File: config.mk
export PLATFORM = sky130hd
export DESIGN_NAME = sse_bank
export DESIGN_NICKNAME = d
export VERILOG_FILES = /design/src/sse_pkg.sv /design/src/sse_bank.sv /design/src/sse_flag_cell.sv
export SDC_FILE = /design/constraint.sdc
export NUM_CORES = 1
export LEC_CHECK = 0
export BUFFER_PORTS_ARGS = -buffer_cell sky130_fd_sc_hd__buf_2
export CAP_MARGIN = 10
export CORE_MARGIN = 5
export CORE_UTILIZATION = 25
export DETAILED_ROUTE_END_ITERATION = 8
export PLACE_DENSITY_LB_ADDON = 0.08
export SYNTH_ARGS = -nofsm -noshare
export SYNTH_HDL_FRONTEND = slang
export SYNTH_SLANG_ARGS = --single-unit
File: constraint.sdc
create_clock -name ref_clk -period 1.8 [get_ports ref_clk]
set_input_delay 0.09 -clock ref_clk [delete_from_list [all_inputs] [get_ports ref_clk]]
set_output_delay 0.09 -clock ref_clk [all_outputs]
set_load 0.005 [all_outputs]
File: src/sse_pkg.sv
// Purpose: Shared constants and carriers for the socket status event bank
// Assumes: Registers sit in a 4 KB memory window above the socket base
// Notes:   Offsets are byte addresses of aligned 32-bit words
// What this block does
// - Event bits 31 to 4 read zero
// - Power cycle change sets bit 3; W1C
// - Detect two change sets bit 2; W1C
// - Detect one change sets bit 1; W1C
// - Bit 0: rising CardBus, both edges 16-bit
// - Force-event write of 1 sets event bit
// - Bus reset clears all event bits when PME off
// - Leaving card reset re-sets still-present detect and card status events
// - Any unmasked set bit raises the interrupt
// - Events flag change only; status read separately
// - Context bits survive bus reset when PME on
// - Registers at 00h,04h,08h,0Ch,10h,20h; 14h-1Ch reserved
// - Register set lives at the memory base address
// - Mask gates interrupt only, never event setting
package sse_pkg;

  // ----------------------------------------------------------------
  // Register map
  // ----------------------------------------------------------------
  localparam int SSE_WIN_BITS = 12;
  localparam logic [11:0] SSE_OFF_FLAGS = 12'h000;
  localparam logic [11:0] SSE_OFF_ENABLES = 12'h004;
  localparam logic [11:0] SSE_OFF_STATUS = 12'h008;
  localparam logic [11:0] SSE_OFF_INJECT = 12'h00C;
  localparam logic [11:0] SSE_OFF_CONTROL = 12'h010;
  localparam logic [11:0] SSE_OFF_POWER = 12'h020;

  // ----------------------------------------------------------------
  // Field layout and reset values
  // ----------------------------------------------------------------
  localparam int SSE_NUM_EVT = 4;
  localparam int SSE_BIT_CARD = 0;
  localparam int SSE_BIT_DET1 = 1;
  localparam int SSE_BIT_DET2 = 2;
  localparam int SSE_BIT_PWR = 3;
  localparam int SSE_BIT_PME_EN = 0;
  localparam logic [31:0] SSE_STATUS_CAPS = 32'h3000_0000;
  localparam logic [31:0] SSE_RST_WORD = 32'h0000_0000;
  localparam logic [3:0] SSE_RST_NIBBLE = 4'h0;

  // ----------------------------------------------------------------
  // Carriers
  // ----------------------------------------------------------------
  typedef struct packed {
    logic [31:0] addr;
    logic wr;
    logic rd;
    logic [3:0] be;
    logic [31:0] wdata;
  } sse_req_s;

  typedef struct packed {
    logic power_cycle_status;
    logic detect_two_status;
    logic detect_one_status;
    logic card_status_in;
    logic cardbus_card;
    logic card_reset_in;
  } sse_sock_s;

endpackage

File: src/sse_bank.sv
// Purpose: Socket event, mask, status, force, control and power registers
// Assumes: Memory requests arrive as single-cycle strobes already qualified
// Notes:   rst is the global reset; bus_reset_in is the bus reset input
`timescale 1ns/1ns
`default_nettype none
module sse_bank
  import sse_pkg::*;
#(
  parameter int CTRL_WIDTH = 32
) (
  input wire logic ref_clk,
  input wire logic rst,
  input wire logic bus_reset_in,
  input wire logic [31:0] socket_base,
  input wire sse_req_s req,
  input wire sse_sock_s sock,
  output logic [31:0] rd_data,
  output logic rd_valid,
  output logic status_change_interrupt
);

  // ----------------------------------------------------------------
  // Helpers
  // ----------------------------------------------------------------
  // Byte-lane merge of a write into a stored word
  function automatic logic [31:0] merge_be(input logic [31:0] old_w,
                                           input logic [31:0] new_w,
                                           input logic [3:0] be);
    logic [31:0] res;
    res = old_w;
    for (int i = 0; i < 4; i++) begin
      if (be[i]) begin
        res[8*i +: 8] = new_w[8*i +: 8];
      end
    end
    return res;
  endfunction

  // ----------------------------------------------------------------
  // Address decode
  // ----------------------------------------------------------------
  logic win_hit;
  logic [11:0] off;
  logic wr_lane0;
  logic wr_flags;
  logic wr_enables;
  logic wr_inject;
  logic wr_control;
  logic wr_power;

  // Window hit is relative to the programmed memory base
  assign win_hit = (req.addr[31:SSE_WIN_BITS] == socket_base[31:SSE_WIN_BITS]);
  assign off = req.addr[11:0];
  assign wr_lane0 = req.wr && win_hit && req.be[0];
  assign wr_flags = wr_lane0 && (off == SSE_OFF_FLAGS);
  assign wr_enables = wr_lane0 && (off == SSE_OFF_ENABLES);
  assign wr_inject = wr_lane0 && (off == SSE_OFF_INJECT);
  assign wr_control = req.wr && win_hit && (off == SSE_OFF_CONTROL);
  assign wr_power = req.wr && win_hit && (off == SSE_OFF_POWER);

  // ----------------------------------------------------------------
  // Context and plain registers
  // ----------------------------------------------------------------
  logic [3:0] enables;
  logic [CTRL_WIDTH-1:0] control;
  logic [31:0] power;
  logic pme_en;
  logic ctx_clear;

  assign pme_en = power[SSE_BIT_PME_EN];
  // With PME on, context bits survive the bus reset
  assign ctx_clear = bus_reset_in && !pme_en;

  // Mask and control are context bits; power only answers global reset
  always_ff @(posedge ref_clk) begin
    if (rst || ctx_clear) begin
      enables <= SSE_RST_NIBBLE;
      control <= CTRL_WIDTH'(SSE_RST_WORD);
    end else begin
      if (wr_enables) begin
        enables <= req.wdata[3:0];
      end
      if (wr_control) begin
        control <= CTRL_WIDTH'(merge_be(32'(control), req.wdata, req.be));
      end
    end
  end

  always_ff @(posedge ref_clk) begin
    if (rst) begin
      power <= SSE_RST_WORD;
    end else if (wr_power) begin
      power <= merge_be(power, req.wdata, req.be);
    end
  end

  // ----------------------------------------------------------------
  // Change detection
  // ----------------------------------------------------------------
  logic primed;
  logic prev_pwr;
  logic prev_det2;
  logic prev_det1;
  logic prev_card;
  logic prev_crst;
  logic card_rise;
  logic card_fall;
  logic card_evt;
  logic reset_exit;
  logic [3:0] set_vec;
  logic [3:0] flags;

  // Prime one cycle after reset so stale history makes no event
  always_ff @(posedge ref_clk) begin
    if (rst) begin
      primed <= 1'b0;
      prev_pwr <= 1'b0;
      prev_det2 <= 1'b0;
      prev_det1 <= 1'b0;
      prev_card <= 1'b0;
      prev_crst <= 1'b0;
    end else begin
      primed <= 1'b1;
      prev_pwr <= sock.power_cycle_status;
      prev_det2 <= sock.detect_two_status;
      prev_det1 <= sock.detect_one_status;
      prev_card <= sock.card_status_in;
      prev_crst <= sock.card_reset_in;
    end
  end

  assign card_rise = primed && sock.card_status_in && !prev_card;
  assign card_fall = primed && !sock.card_status_in && prev_card;
  // CardBus cards flag rising edges only; 16-bit cards flag both
  assign card_evt = card_rise || (card_fall && !sock.cardbus_card);
  // Leaving card reset re-flags detect and card status bits still present
  assign reset_exit = primed && prev_crst && !sock.card_reset_in;

  // Mask has no say in setting; it only gates the interrupt
  assign set_vec[SSE_BIT_PWR] = (primed && (sock.power_cycle_status != prev_pwr))
                                || (wr_inject && req.wdata[SSE_BIT_PWR]);
  assign set_vec[SSE_BIT_DET2] = (primed && (sock.detect_two_status != prev_det2))
                                 || (reset_exit && sock.detect_two_status)
                                 || (wr_inject && req.wdata[SSE_BIT_DET2]);
  assign set_vec[SSE_BIT_DET1] = (primed && (sock.detect_one_status != prev_det1))
                                 || (reset_exit && sock.detect_one_status)
                                 || (wr_inject && req.wdata[SSE_BIT_DET1]);
  assign set_vec[SSE_BIT_CARD] = card_evt
                                 || (reset_exit && sock.card_status_in)
                                 || (wr_inject && req.wdata[SSE_BIT_CARD]);

  // ----------------------------------------------------------------
  // Event flags
  // ----------------------------------------------------------------
  // One cell per event, all sharing the context clear
  for (genvar k = 0; k < SSE_NUM_EVT; k++) begin : g_flag
    sse_flag_cell u_cell (
      .ref_clk(ref_clk),
      .rst(rst),
      .ctx_clear(ctx_clear),
      .set_evt(set_vec[k]),
      .w1c(wr_flags && req.wdata[k]),
      .flag(flags[k])
    );
  end

  // ----------------------------------------------------------------
  // Interrupt
  // ----------------------------------------------------------------
  logic next_irq;

  // Level request; leftovers also fire, so software clears first
  assign next_irq = |(flags & enables);

  always_ff @(posedge ref_clk) begin
    if (rst) begin
      status_change_interrupt <= 1'b0;
    end else begin
      status_change_interrupt <= next_irq;
    end
  end

  // ----------------------------------------------------------------
  // Read path
  // ----------------------------------------------------------------
  logic [31:0] status_word;
  logic [31:0] next_rd_data;

  // Live status tells software the present socket levels
  assign status_word = SSE_STATUS_CAPS | {28'h0000000, sock.power_cycle_status,
                       sock.detect_two_status, sock.detect_one_status, sock.card_status_in};

  // Unmapped and reserved words, and the write-only injector, read zero
  always_comb begin
    if (!win_hit) begin
      next_rd_data = SSE_RST_WORD;
    end else if (off == SSE_OFF_FLAGS) begin
      next_rd_data = {28'h0000000, flags};
    end else if (off == SSE_OFF_ENABLES) begin
      next_rd_data = {28'h0000000, enables};
    end else if (off == SSE_OFF_STATUS) begin
      next_rd_data = status_word;
    end else if (off == SSE_OFF_CONTROL) begin
      next_rd_data = 32'(control);
    end else if (off == SSE_OFF_POWER) begin
      next_rd_data = power;
    end else begin
      next_rd_data = SSE_RST_WORD;
    end
  end

  // Answer one cycle after the read strobe
  always_ff @(posedge ref_clk) begin
    if (rst) begin
      rd_data <= SSE_RST_WORD;
      rd_valid <= 1'b0;
    end else begin
      rd_valid <= req.rd;
      rd_data <= req.rd ? next_rd_data : SSE_RST_WORD;
    end
  end

  // ----------------------------------------------------------------
  // Checks
  // ----------------------------------------------------------------
  logic rd_was_flags;

  always_ff @(posedge ref_clk) begin
    if (rst) begin
      rd_was_flags <= 1'b0;
    end else begin
      rd_was_flags <= req.rd && win_hit && (off == SSE_OFF_FLAGS);
    end
  end
endmodule // sse_bank
`default_nettype wire

File: src/sse_flag_cell.sv
// Purpose: One sticky event flag with set, write-one-clear and context clear
// Assumes: All controls are synchronous to ref_clk
// Notes:   Set beats write-one-clear; context clear beats both
`timescale 1ns/1ns
`default_nettype none
module sse_flag_cell (
  input wire logic ref_clk,
  input wire logic rst,
  input wire logic ctx_clear,
  input wire logic set_evt,
  input wire logic w1c,
  output logic flag
);

  logic next_flag;

  // Priority: reset clear, then hardware set, then software clear
  assign next_flag = ctx_clear ? 1'b0 : (set_evt ? 1'b1 : (w1c ? 1'b0 : flag));

  // Flag register
  always_ff @(posedge ref_clk) begin
    if (rst) begin
      flag <= 1'b0;
    end else begin
      flag <= next_flag;
    end
  end
endmodule // sse_flag_cell
`default_nettype wire

==> results of run 1 <==
==> flip-flops by register name, summed over array words and instances (netlist names) <==
| name | cells |
|---|---|
| rd_data | 32 |
| prev_det1 | 1 |
| primed | 1 |
| prev_card | 1 |
| prev_det2 | 1 |
| power | 32 |
| rd_valid | 1 |
| g_flag.u_cell.flag | 4 |
| prev_pwr | 1 |
| status_change_interrupt | 1 |
| control | 32 |
| enables | 4 |
| prev_crst | 1 |
==> synth_stat cells, drive strengths merged <==
cell	instances	share of area
and2	6	0.0078
dfxtp	112	0.47
nand2b	3	0.0039
a22oi	32	0.050
inv	3	0.0023
buf	24	0.030
nand4	15	0.024
nor3	3	0.0031
and4	10	0.018
a31oi	6	0.0078
or3	1	0.0013
and3	6	0.0078
nor2b	10	0.013
o22ai	2	0.0026
xor2	1	0.0018
o211ai	4	0.0063
nand3	81	0.084
a32oi	1	0.0018
a21oi	77	0.080
o21ai	69	0.072
a221oi	2	0.0036
clkbuf	22	0.017
o31ai	4	0.0063
xnor2	20	0.036
nor2	35	0.027
nor4	4	0.016
nand2	9	0.0070
==> layer usage <==
layer / vias to the layer above / GRT usage / share of wire / wire length [um]
met5: - / 0 / 0 / 0
met4: 0 / 0.03418 / 0.012 / 203
met3: 17 / 0.03931 / 0.057 / 963
met2: 148 / 0.2673 / 0.50 / 8507
met1: 2340 / 0.1884 / 0.43 / 7316
li1: 2391 / - / - / -
==> kinds of logic after synthesis <==
group / share of synthesized area
AOI/OAI and AO/OA: 0.2307
and+or+nand+nor: 0.2140
DFF: 0.4670
buffers and inverters: 0.05004
xor gates and xnor gates: 0.03831
==> cells in the final DEF (no fill, tap or decap), types with 13 or more instances in the layout <==
| cell type | synthesis | layout |
|---|---|---|
| nor2_1 | 35 | 35 |
| buf_2 | 15 | 132 |
| nand4_1 | 13 | 13 |
| dfxtp_1 | 112 | 112 |
| a22oi_1 | 32 | 32 |
| nand3_1 | 81 | 81 |
| a21oi_1 | 77 | 77 |
| o21ai_0 | 68 | 68 |
| xnor2_1 | 20 | 20 |
| buf_4 | 8 | 28 |
| dlygate4sd3_1 | 0 | 30 |
==> final cells by class <==
type | count | area (sq um) | area share
well taps | 260 | 325.3 | 0.04931
multi-input cells | 401 | 2330 | 0.3531
clock buffers | 10 | 239.0 | 0.03622
inverters | 3 | 11.26 | 0.001707
repair buffers | 199 | 1351 | 0.2048
flip-flops and latches | 112 | 2242 | 0.3398
clock inverters | 6 | 98.84 | 0.01498
==> worst paths after layout <==
path                      startpoint  depth (start not counted)                        to
max                              rst                          7  control[17]$_SDFFE_PP0P_
min                           req[4]                          3   control[4]$_SDFFE_PP0P_
max reg2reg    power[1]$_SDFFE_PP0P_                          4     rd_data[1]$_SDFF_PP0_
min reg2reg  control[6]$_SDFFE_PP0P_                          2   control[6]$_SDFFE_PP0P_
==> report_power, final <==
part / internal (mW) / switching (mW)
Combinational: 0.205 / 0.201
Clock: 1.28 / 0.984
Sequential: 2.49 / 0.00735
Total: 3.97 / 1.19
==> per-stage QoR <==
step / util / cell area [sq um] / cells / worst slack [ns]
after floorplan: - / 4801 / 562 / 0.2730
after global placement: 0.3165 / 5959 / 945 / 0.08055
after detailed placement: 0.3165 / 5959 / 945 / 0.09250
after CTS: 0.3504 / 6598 / 991 / 0.4327
after global routing: 0.3504 / 6598 / 991 / 0.2934
final: 0.3504 / 6598 / 991 / 0.4485
==> worst max-delay path, cell delays in order <==
cell	delay (ns)
dlygate4sd3_1	0.52
buf_2	0.11
buf_4	0.27
inv_1	0.15
o21ai_4	0.09
buf_12	0.25
a21oi_1	0.07
==> results.py, run 1 <==
metrics = {
    "clock_network": {
        "clk_pin_slew_ns": 0.07,
        "cts-root-buf": "clkbuf_16",
        "numCtsBuffers": 9,
        "ctsResizeCount": 0,
        "clock_sinks": 112,
        "clockBufferDepth": 2,
        "cts_tree": "built",
        "insertion_delay_ns": 0.36,
        "htreeDepth": 3,
        "ctsHoldBuffers": 30,
        "postCtsSetupRepairBufs": 0,
    },
    "drt": {
        "wl_per_cell_um": 17.15,
        "firstDrtPassIters": 5,
        "vias_per_cell": 4.940,
        "drtAntennaViolNets": 0,
        "drt-total-wl_um": 16990,
        "drtIter0Drc": 290,
        "drc": 0,
        "vias": 4896,
    },
    "timing": {
        "tightest_slew_ns": 0.4753,
        "fin_crit_sh": 0.7508,
        "finClkSkew_ns": 0.01081,
        "holdWs_ns": 0.01285,
        "timing.fmax_mhz": 739.9,
        "finalHoldViolations": 0,
        "maxSlewViolCount": 0,
        "max-slew-margin-rel": 0.6807,
        "setup_tns_ns": 0,
        "rsz0062_at_grt": "no",
        "final-setup-viol-count": 0,
        "period_needed_ns": 1.351,
    },
    "power": {
        "powerDensity_nw_per_um2": 782.9,
        "ir_worst_vdd_uv": 412.0,
        "p_total_mw": 5.165,
        "p_leak_nw": 2.351,
    },
    "global_route": {
        "grt_pass1_wl_um": 26660,
        "grt_max_degree": 41,
        "antenna_found_initial": 0,
        "grt.total_usage": 0.1527,
        "grt_pass1_vias": 5077,
        "overflow": 0,
    },
    "worst_setup_path": {
        "critPathMaxFanout": 40,
        "required_ns": 2.04,
        "worstPathArrival_ns": 1.59,
        "cp-start-kind": "primary input",
        "endpoint_kind": "flop",
        "r2r_setup_slack_ns": 0.76,
        "critical_path_class": "in -> reg",
    },
    "logic_synthesis": {
        "yosysWarnings": 0,
        "synth_seq_cells": 112,
        "avgSynthCellArea_sq_um": 8.542,
        "ys_seq_area_frac": 0.4670,
        "syn_nets": 673,
        "netlist_area_sq_um": 4801,
        "syn_inst": 562,
        "ys_types": 33,
    },
    "layout": {
        "antenna_cells": 0,
        "drive_above_1_share": 0.2627,
        "fin_nets": 837,
        "syn2layout_area_growth_pct": 37.43,
        "fillers": 1958,
    },
    "floorplan": {
        "die_area_sq_um": 22070,
        "start_util": 0.2550,
        "rows": 50,
        "fp.dieH_um": 148.6,
        "coreArea_sq_um": 18830,
        "ios": 145,
        "die_x_um": 148.6,
    },
    "outcome": {
        "outcome": "completed",
    },
    "placed_design": {
        "place_congestion": 0.7749,
        "dp_hpwl_um": 11510,
        "port_buffers": 132,
    },
    "worst_hold_path": {
        "hp-class": "in -> reg",
    },
    "flow_run": {
        "maxCapViolCount": 0,
    },
}
(Power assumes the default switching activity.)
==> inputs of run 2 (changes only) <==
==> constraint.sdc (replaced) <==
create_clock -name ref_clk -period 1.3 [get_ports ref_clk]
set_input_delay 0.065 -clock ref_clk [delete_from_list [all_inputs] [get_ports ref_clk]]
set_output_delay 0.065 -clock ref_clk [all_outputs]
set_load 0.005 [all_outputs]
==> run 2 against run 1 <==
Via count rose by 2.5%. Worst setup slack worse by 0.43 ns. Combinational power up 65%. Sequential power up 39%. Worst hold slack gained 0.011 ns. First-iteration DRC count up 11%. Register-to-register slack worse by 0.54 ns. Die area is the same.
==> results.py, run 2 (synthesis gave the netlist of run 1 again) <==
metrics = {
    "outcome": {
        "outcome": "completed",
    },
    "timing": {
        "period_needed_ns": 1.281,
        "tightest_slew_ns": 0.5445,
        "final-setup-viol-count": 0,
        "finalHoldViolations": 0,
        "fin_crit_sh": 0.9857,
        "max-slew-margin-rel": 0.6370,
        "maxSlewViolCount": 0,
        "finClkSkew_ns": 0.01328,
        "timing.fmax_mhz": 780.4,
        "rsz0062_at_grt": "yes",
    },
    "floorplan": {
        "die_area_sq_um": 22070,
        "die_x_um": 148.6,
        "start_util": 0.2550,
        "coreArea_sq_um": 18830,
        "rows": 50,
        "ios": 145,
        "fp.dieH_um": 148.6,
    },
    "drt": {
        "firstDrtPassIters": 5,
        "drc": 0,
        "drtIter0Drc": 323,
        "vias": 5018,
        "drt-total-wl_um": 17080,
        "wl_per_cell_um": 16.76,
        "drtAntennaViolNets": 0,
        "vias_per_cell": 4.924,
    },
    "clock_network": {
        "insertion_delay_ns": 0.36,
        "htreeDepth": 3,
        "clock_sinks": 112,
        "numCtsBuffers": 9,
        "cts_tree": "built",
        "clockBufferDepth": 2,
        "clk_pin_slew_ns": 0.08,
        "cts-root-buf": "clkbuf_16",
    },
    "layout": {
        "fin_nets": 865,
        "syn2layout_area_growth_pct": 49.36,
        "layout_commonest_cell": "buf_2",
        "fin_area_sq_um": 7171,
        "antenna_cells": 0,
        "drive_above_1_share": 0.3228,
        "final_cell_mix": "buf_2, dfxtp_1, nand3_1",
        "final_cells": 1019,
        "reg_top3": "control x32, power x32, rd_data x32",
        "post-route-util": 0.3808,
    },
    "worst_setup_path": {
        "required_ns": 1.55,
        "cp-start-kind": "primary input",
        "worstPathArrival_ns": 1.53,
        "critPathMaxFanout": 5,
        "endpoint_kind": "flop",
        "critical_path_class": "in -> reg",
    },
    "global_route": {
        "antenna_found_initial": 0,
        "grt_pass1_wl_um": 26440,
        "grt_max_degree": 39,
        "overflow": 0,
        "grt_pass1_vias": 5126,
        "grt.total_usage": 0.1511,
    },
    "placed_design": {
        "dp_cells": 962,
        "place_area_sq_um": 6297,
        "dp_hpwl_um": 11670,
        "place_congestion": 0.8970,
        "port_buffers": 132,
    },
    "power": {
        "p_leak_nw": 2.623,
        "powerDensity_nw_per_um2": 992.0,
        "ir_worst_vdd_uv": 860.4,
        "p_total_mw": 7.113,
    },
    "worst_hold_path": {
        "hp-class": "in -> reg",
    },
    "flow_run": {
        "maxCapViolCount": 0,
    },
}
## run 2: final cells by class
class / instances / area [sq um]
Inverter: 3 / 11.26
Fill cell: 1944 / 11660
Timing Repair Buffer: 227 / 1724
Clock inverter: 6 / 83.83
Multi-Input combinational cell: 401 / 2545
Tap cell: 260 / 325.3
Clock buffer: 10 / 239.0
Sequential cell: 112 / 2242
## run 2: worst paths after layout
kind | startpoint | end | slack (ns) | cells after the start
worst max-delay path | req[47] | enables[0]$_SDFFE_PP0P_ | 0.02 | 8
worst min-delay path | req[3] | control[3]$_SDFFE_PP0P_ | 0.02 | 3
worst max register to register | power[0]$_SDFFE_PP0P_ | rd_data[0]$_SDFF_PP0_ | 0.22 | 4
worst min register to register | control[30]$_SDFFE_PP0P_ | control[30]$_SDFFE_PP0P_ | 0.47 | 2
## run 2: critical path, cell delays in order
cell	delay (ns)
buf_6	0.09
nor4_4	0.30
buf_4	0.18
nand4_1	0.12
buf_6	0.17
or3_4	0.37
o21ai_2	0.17
a21oi_2	0.07
## run 2: timing repair
item,4_1_cts,5_1_grt
endpoints found under the hold margin,63,0
gates resized for setup,0,22
setup endpoints to repair,0,51
buffers inserted,0,3
hold buffers,35,0
## run 2: power breakdown
part / switching (mW) / internal [mW] / total [mW]
clock: 1.39 / 1.60 / 2.99
combinational: 0.309 / 0.362 / 0.671
sequential: 0.0111 / 3.44 / 3.45
## run 2: through the flow
step                       TNS, ns  setup slack [ns]  hold WS [ns]
final                            0           0.01858       0.02416
after global routing      -0.08291          -0.02719       0.02192
after CTS                        0           0.01833      0.005948
after detailed placement    -28.63           -0.3531        0.2998
after global placement      -26.23           -0.3096        0.2935
after floorplan             -5.096           -0.1344        0.1370
## run 2: routing by layer
metal,wire length [um],GRT usage
met1,7579,0.1857
met2,8226,0.2585
met3,1080,0.04327
met4,188,0.04203
met5,0,0
==> inputs of run 3 (changes only) <==
--- a/config.mk
+++ b/config.mk
@@ -9,6 +9,7 @@
 export CAP_MARGIN = 10
 export CORE_MARGIN = 5
 export CORE_UTILIZATION = 25
+export CTS_BUF_LIST = sky130_fd_sc_hd__clkbuf_8
 export DETAILED_ROUTE_END_ITERATION = 8
 export PLACE_DENSITY_LB_ADDON = 0.08
 export SYNTH_ARGS = -nofsm -noshare
==> run 3 against run 2 <==
Worst setup slack better by 0.052 ns. Clock-buffer cell count unchanged. Power fell by 9.8%. Via count fell by 1.4%. First-iteration DRC count down 18%. Final area is 2.6% lower. Global-route usage fell by 0.077 points. Critical path depth unchanged. Core utilization fell by 0.99 points. Clock skew up 0.0084 ns. Clock power shrank 23%.
==> results.py, run 3 (synthesis gave the netlist of run 1 again) <==
metrics = {
    "outcome": {
        "outcome": "completed",
    },
    "timing": {
        "final-setup-viol-count": 0,
        "rsz0062_at_grt": "yes",
        "timing.fmax_mhz": 813.1,
        "max-slew-margin-rel": 0.6244,
        "finalWorstSetupSlack_ns": 0.07014,
        "holdWs_ns": 0.1311,
        "setup_tns_ns": 0,
        "tightest_slew_ns": 0.5635,
        "finalHoldViolations": 0,
        "finClkSkew_ns": 0.02171,
        "maxSlewViolCount": 0,
        "fin_crit_sh": 0.9460,
        "period_needed_ns": 1.230,
    },
    "layout": {
        "final_cells": 1019,
        "antenna_cells": 0,
        "layout_commonest_cell": "buf_2",
        "reg_top3": "control x32, power x32, rd_data x32",
        "fin_nets": 865,
        "post-route-util": 0.3709,
        "final_cell_mix": "buf_2, dfxtp_1, nand3_1, a21oi_1, o21ai_0",
        "syn2layout_area_growth_pct": 45.48,
        "fin_area_sq_um": 6984,
        "drive_above_1_share": 0.3070,
    },
    "floorplan": {
        "die_x_um": 148.6,
        "fp.dieH_um": 148.6,
        "rows": 50,
        "die_area_sq_um": 22070,
        "start_util": 0.2550,
        "coreArea_sq_um": 18830,
        "ios": 145,
    },
    "drt": {
        "firstDrtPassIters": 5,
        "drtAntennaViolNets": 0,
        "vias": 4950,
        "highest_layer": "met4",
        "drtIter0Drc": 266,
        "drt-total-wl_um": 16760,
        "wl_met1_um": 7328,
        "wl_per_cell_um": 16.45,
        "vias_per_cell": 4.858,
        "drc": 0,
        "dr_wl_met3_um": 1170,
        "wl_met2_um": 8047,
    },
    "power": {
        "p_leak_nw": 2.544,
        "ir_worst_vdd_uv": 704.4,
        "p_total_mw": 6.415,
        "powerDensity_nw_per_um2": 918.5,
    },
    "worst_setup_path": {
        "cp-start-kind": "primary input",
        "required_ns": 1.58,
        "critPathMaxFanout": 5,
        "worstPathArrival_ns": 1.51,
        "endpoint_kind": "flop",
        "critical_path_class": "in -> reg",
    },
    "placed_design": {
        "place_congestion": 0.8970,
        "pre_cts_ws_ns": -0.3531,
        "port_buffers": 132,
        "dp_hpwl_um": 11670,
        "place_area_sq_um": 6297,
        "dp_cells": 962,
    },
    "clock_network": {
        "numCtsBuffers": 9,
        "clk_pin_slew_ns": 0.11,
        "htreeDepth": 3,
        "clockBufferDepth": 2,
        "cts_tree": "built",
        "insertion_delay_ns": 0.39,
        "cts-root-buf": "clkbuf_8",
        "clock_sinks": 112,
    },
    "flow_run": {
        "maxCapViolCount": 0,
    },
    "global_route": {
        "antenna_found_initial": 0,
        "overflow": 0,
        "grt.total_usage": 0.1504,
        "grt_max_degree": 39,
        "grt_pass1_vias": 5131,
        "grt_pass1_wl_um": 26390,
    },
    "worst_hold_path": {
        "hp-class": "in -> reg",
    },
}
==> run 3: cell types whose count changed in the layout (fill, tap and decap cells not counted), moves of 2 or more <==
cell / previous run / this run
o21ai_2: 4 / 0
o21ai_1: 5 / 9
buf_6: 4 / 1
clkbuf_8: 1 / 10
a21oi_2: 2 / 0
buf_2: 129 / 132
a21oi_1: 75 / 77
dlygate4sd3_1: 35 / 39
clkbuf_16: 12 / 1
==> run 3: final cells by class <==
class / instances / area, sq um
inverters: 3 / 11.26
repair buffers: 227 / 1668
clock inverters: 6 / 83.83
well taps: 260 / 325.3
clock buffers: 10 / 137.6
multi-input cells: 401 / 2516
flip-flops and latches: 112 / 2242
fillers: 1958 / 11850
==> run 3: where the power goes <==
part	switching, mW	total (mW)	internal (mW)
clock network	1.29	2.29	0.992
registers	0.0109	3.46	3.45
logic	0.308	0.672	0.363
==> run 3: worst paths after layout <==
kind,cells after the start,from,slack (ns),endpoint
worst max-delay path,8,req[48],0.07,enables[2]$_SDFFE_PP0P_
worst min-delay path,6,sock[1],0.13,g_flag[0].u_cell.flag$_SDFFE_PP0P_
worst max register to register,4,power[0]$_SDFFE_PP0P_,0.22,rd_data[0]$_SDFF_PP0_
worst min register to register,2,control[3]$_SDFFE_PP0P_,0.48,control[3]$_SDFFE_PP0P_
==> run 3: critical path, stage by stage <==
cell	delay, ns
buf_2	0.11
nor4_4	0.30
buf_4	0.18
nand4_1	0.11
buf_6	0.16
or3_4	0.35
o21ai_1	0.14
a21oi_1	0.08
==> run 3: metal layers <==
layer  GRT usage  vias to the layer above
met3     0.03656                       16
met1      0.1861                     2320
met2      0.2576                      170
met5           0                        -
li1            -                     2444
met4     0.04758                        0
==> run 3: what timing repair did <==
action / CTS / global route
hold buffers: 39 / 0
resized for setup: 0 / 11
endpoints found under the setup margin: 0 / 33
setup buffers: 0 / 1
endpoints found under the hold margin: 75 / 0
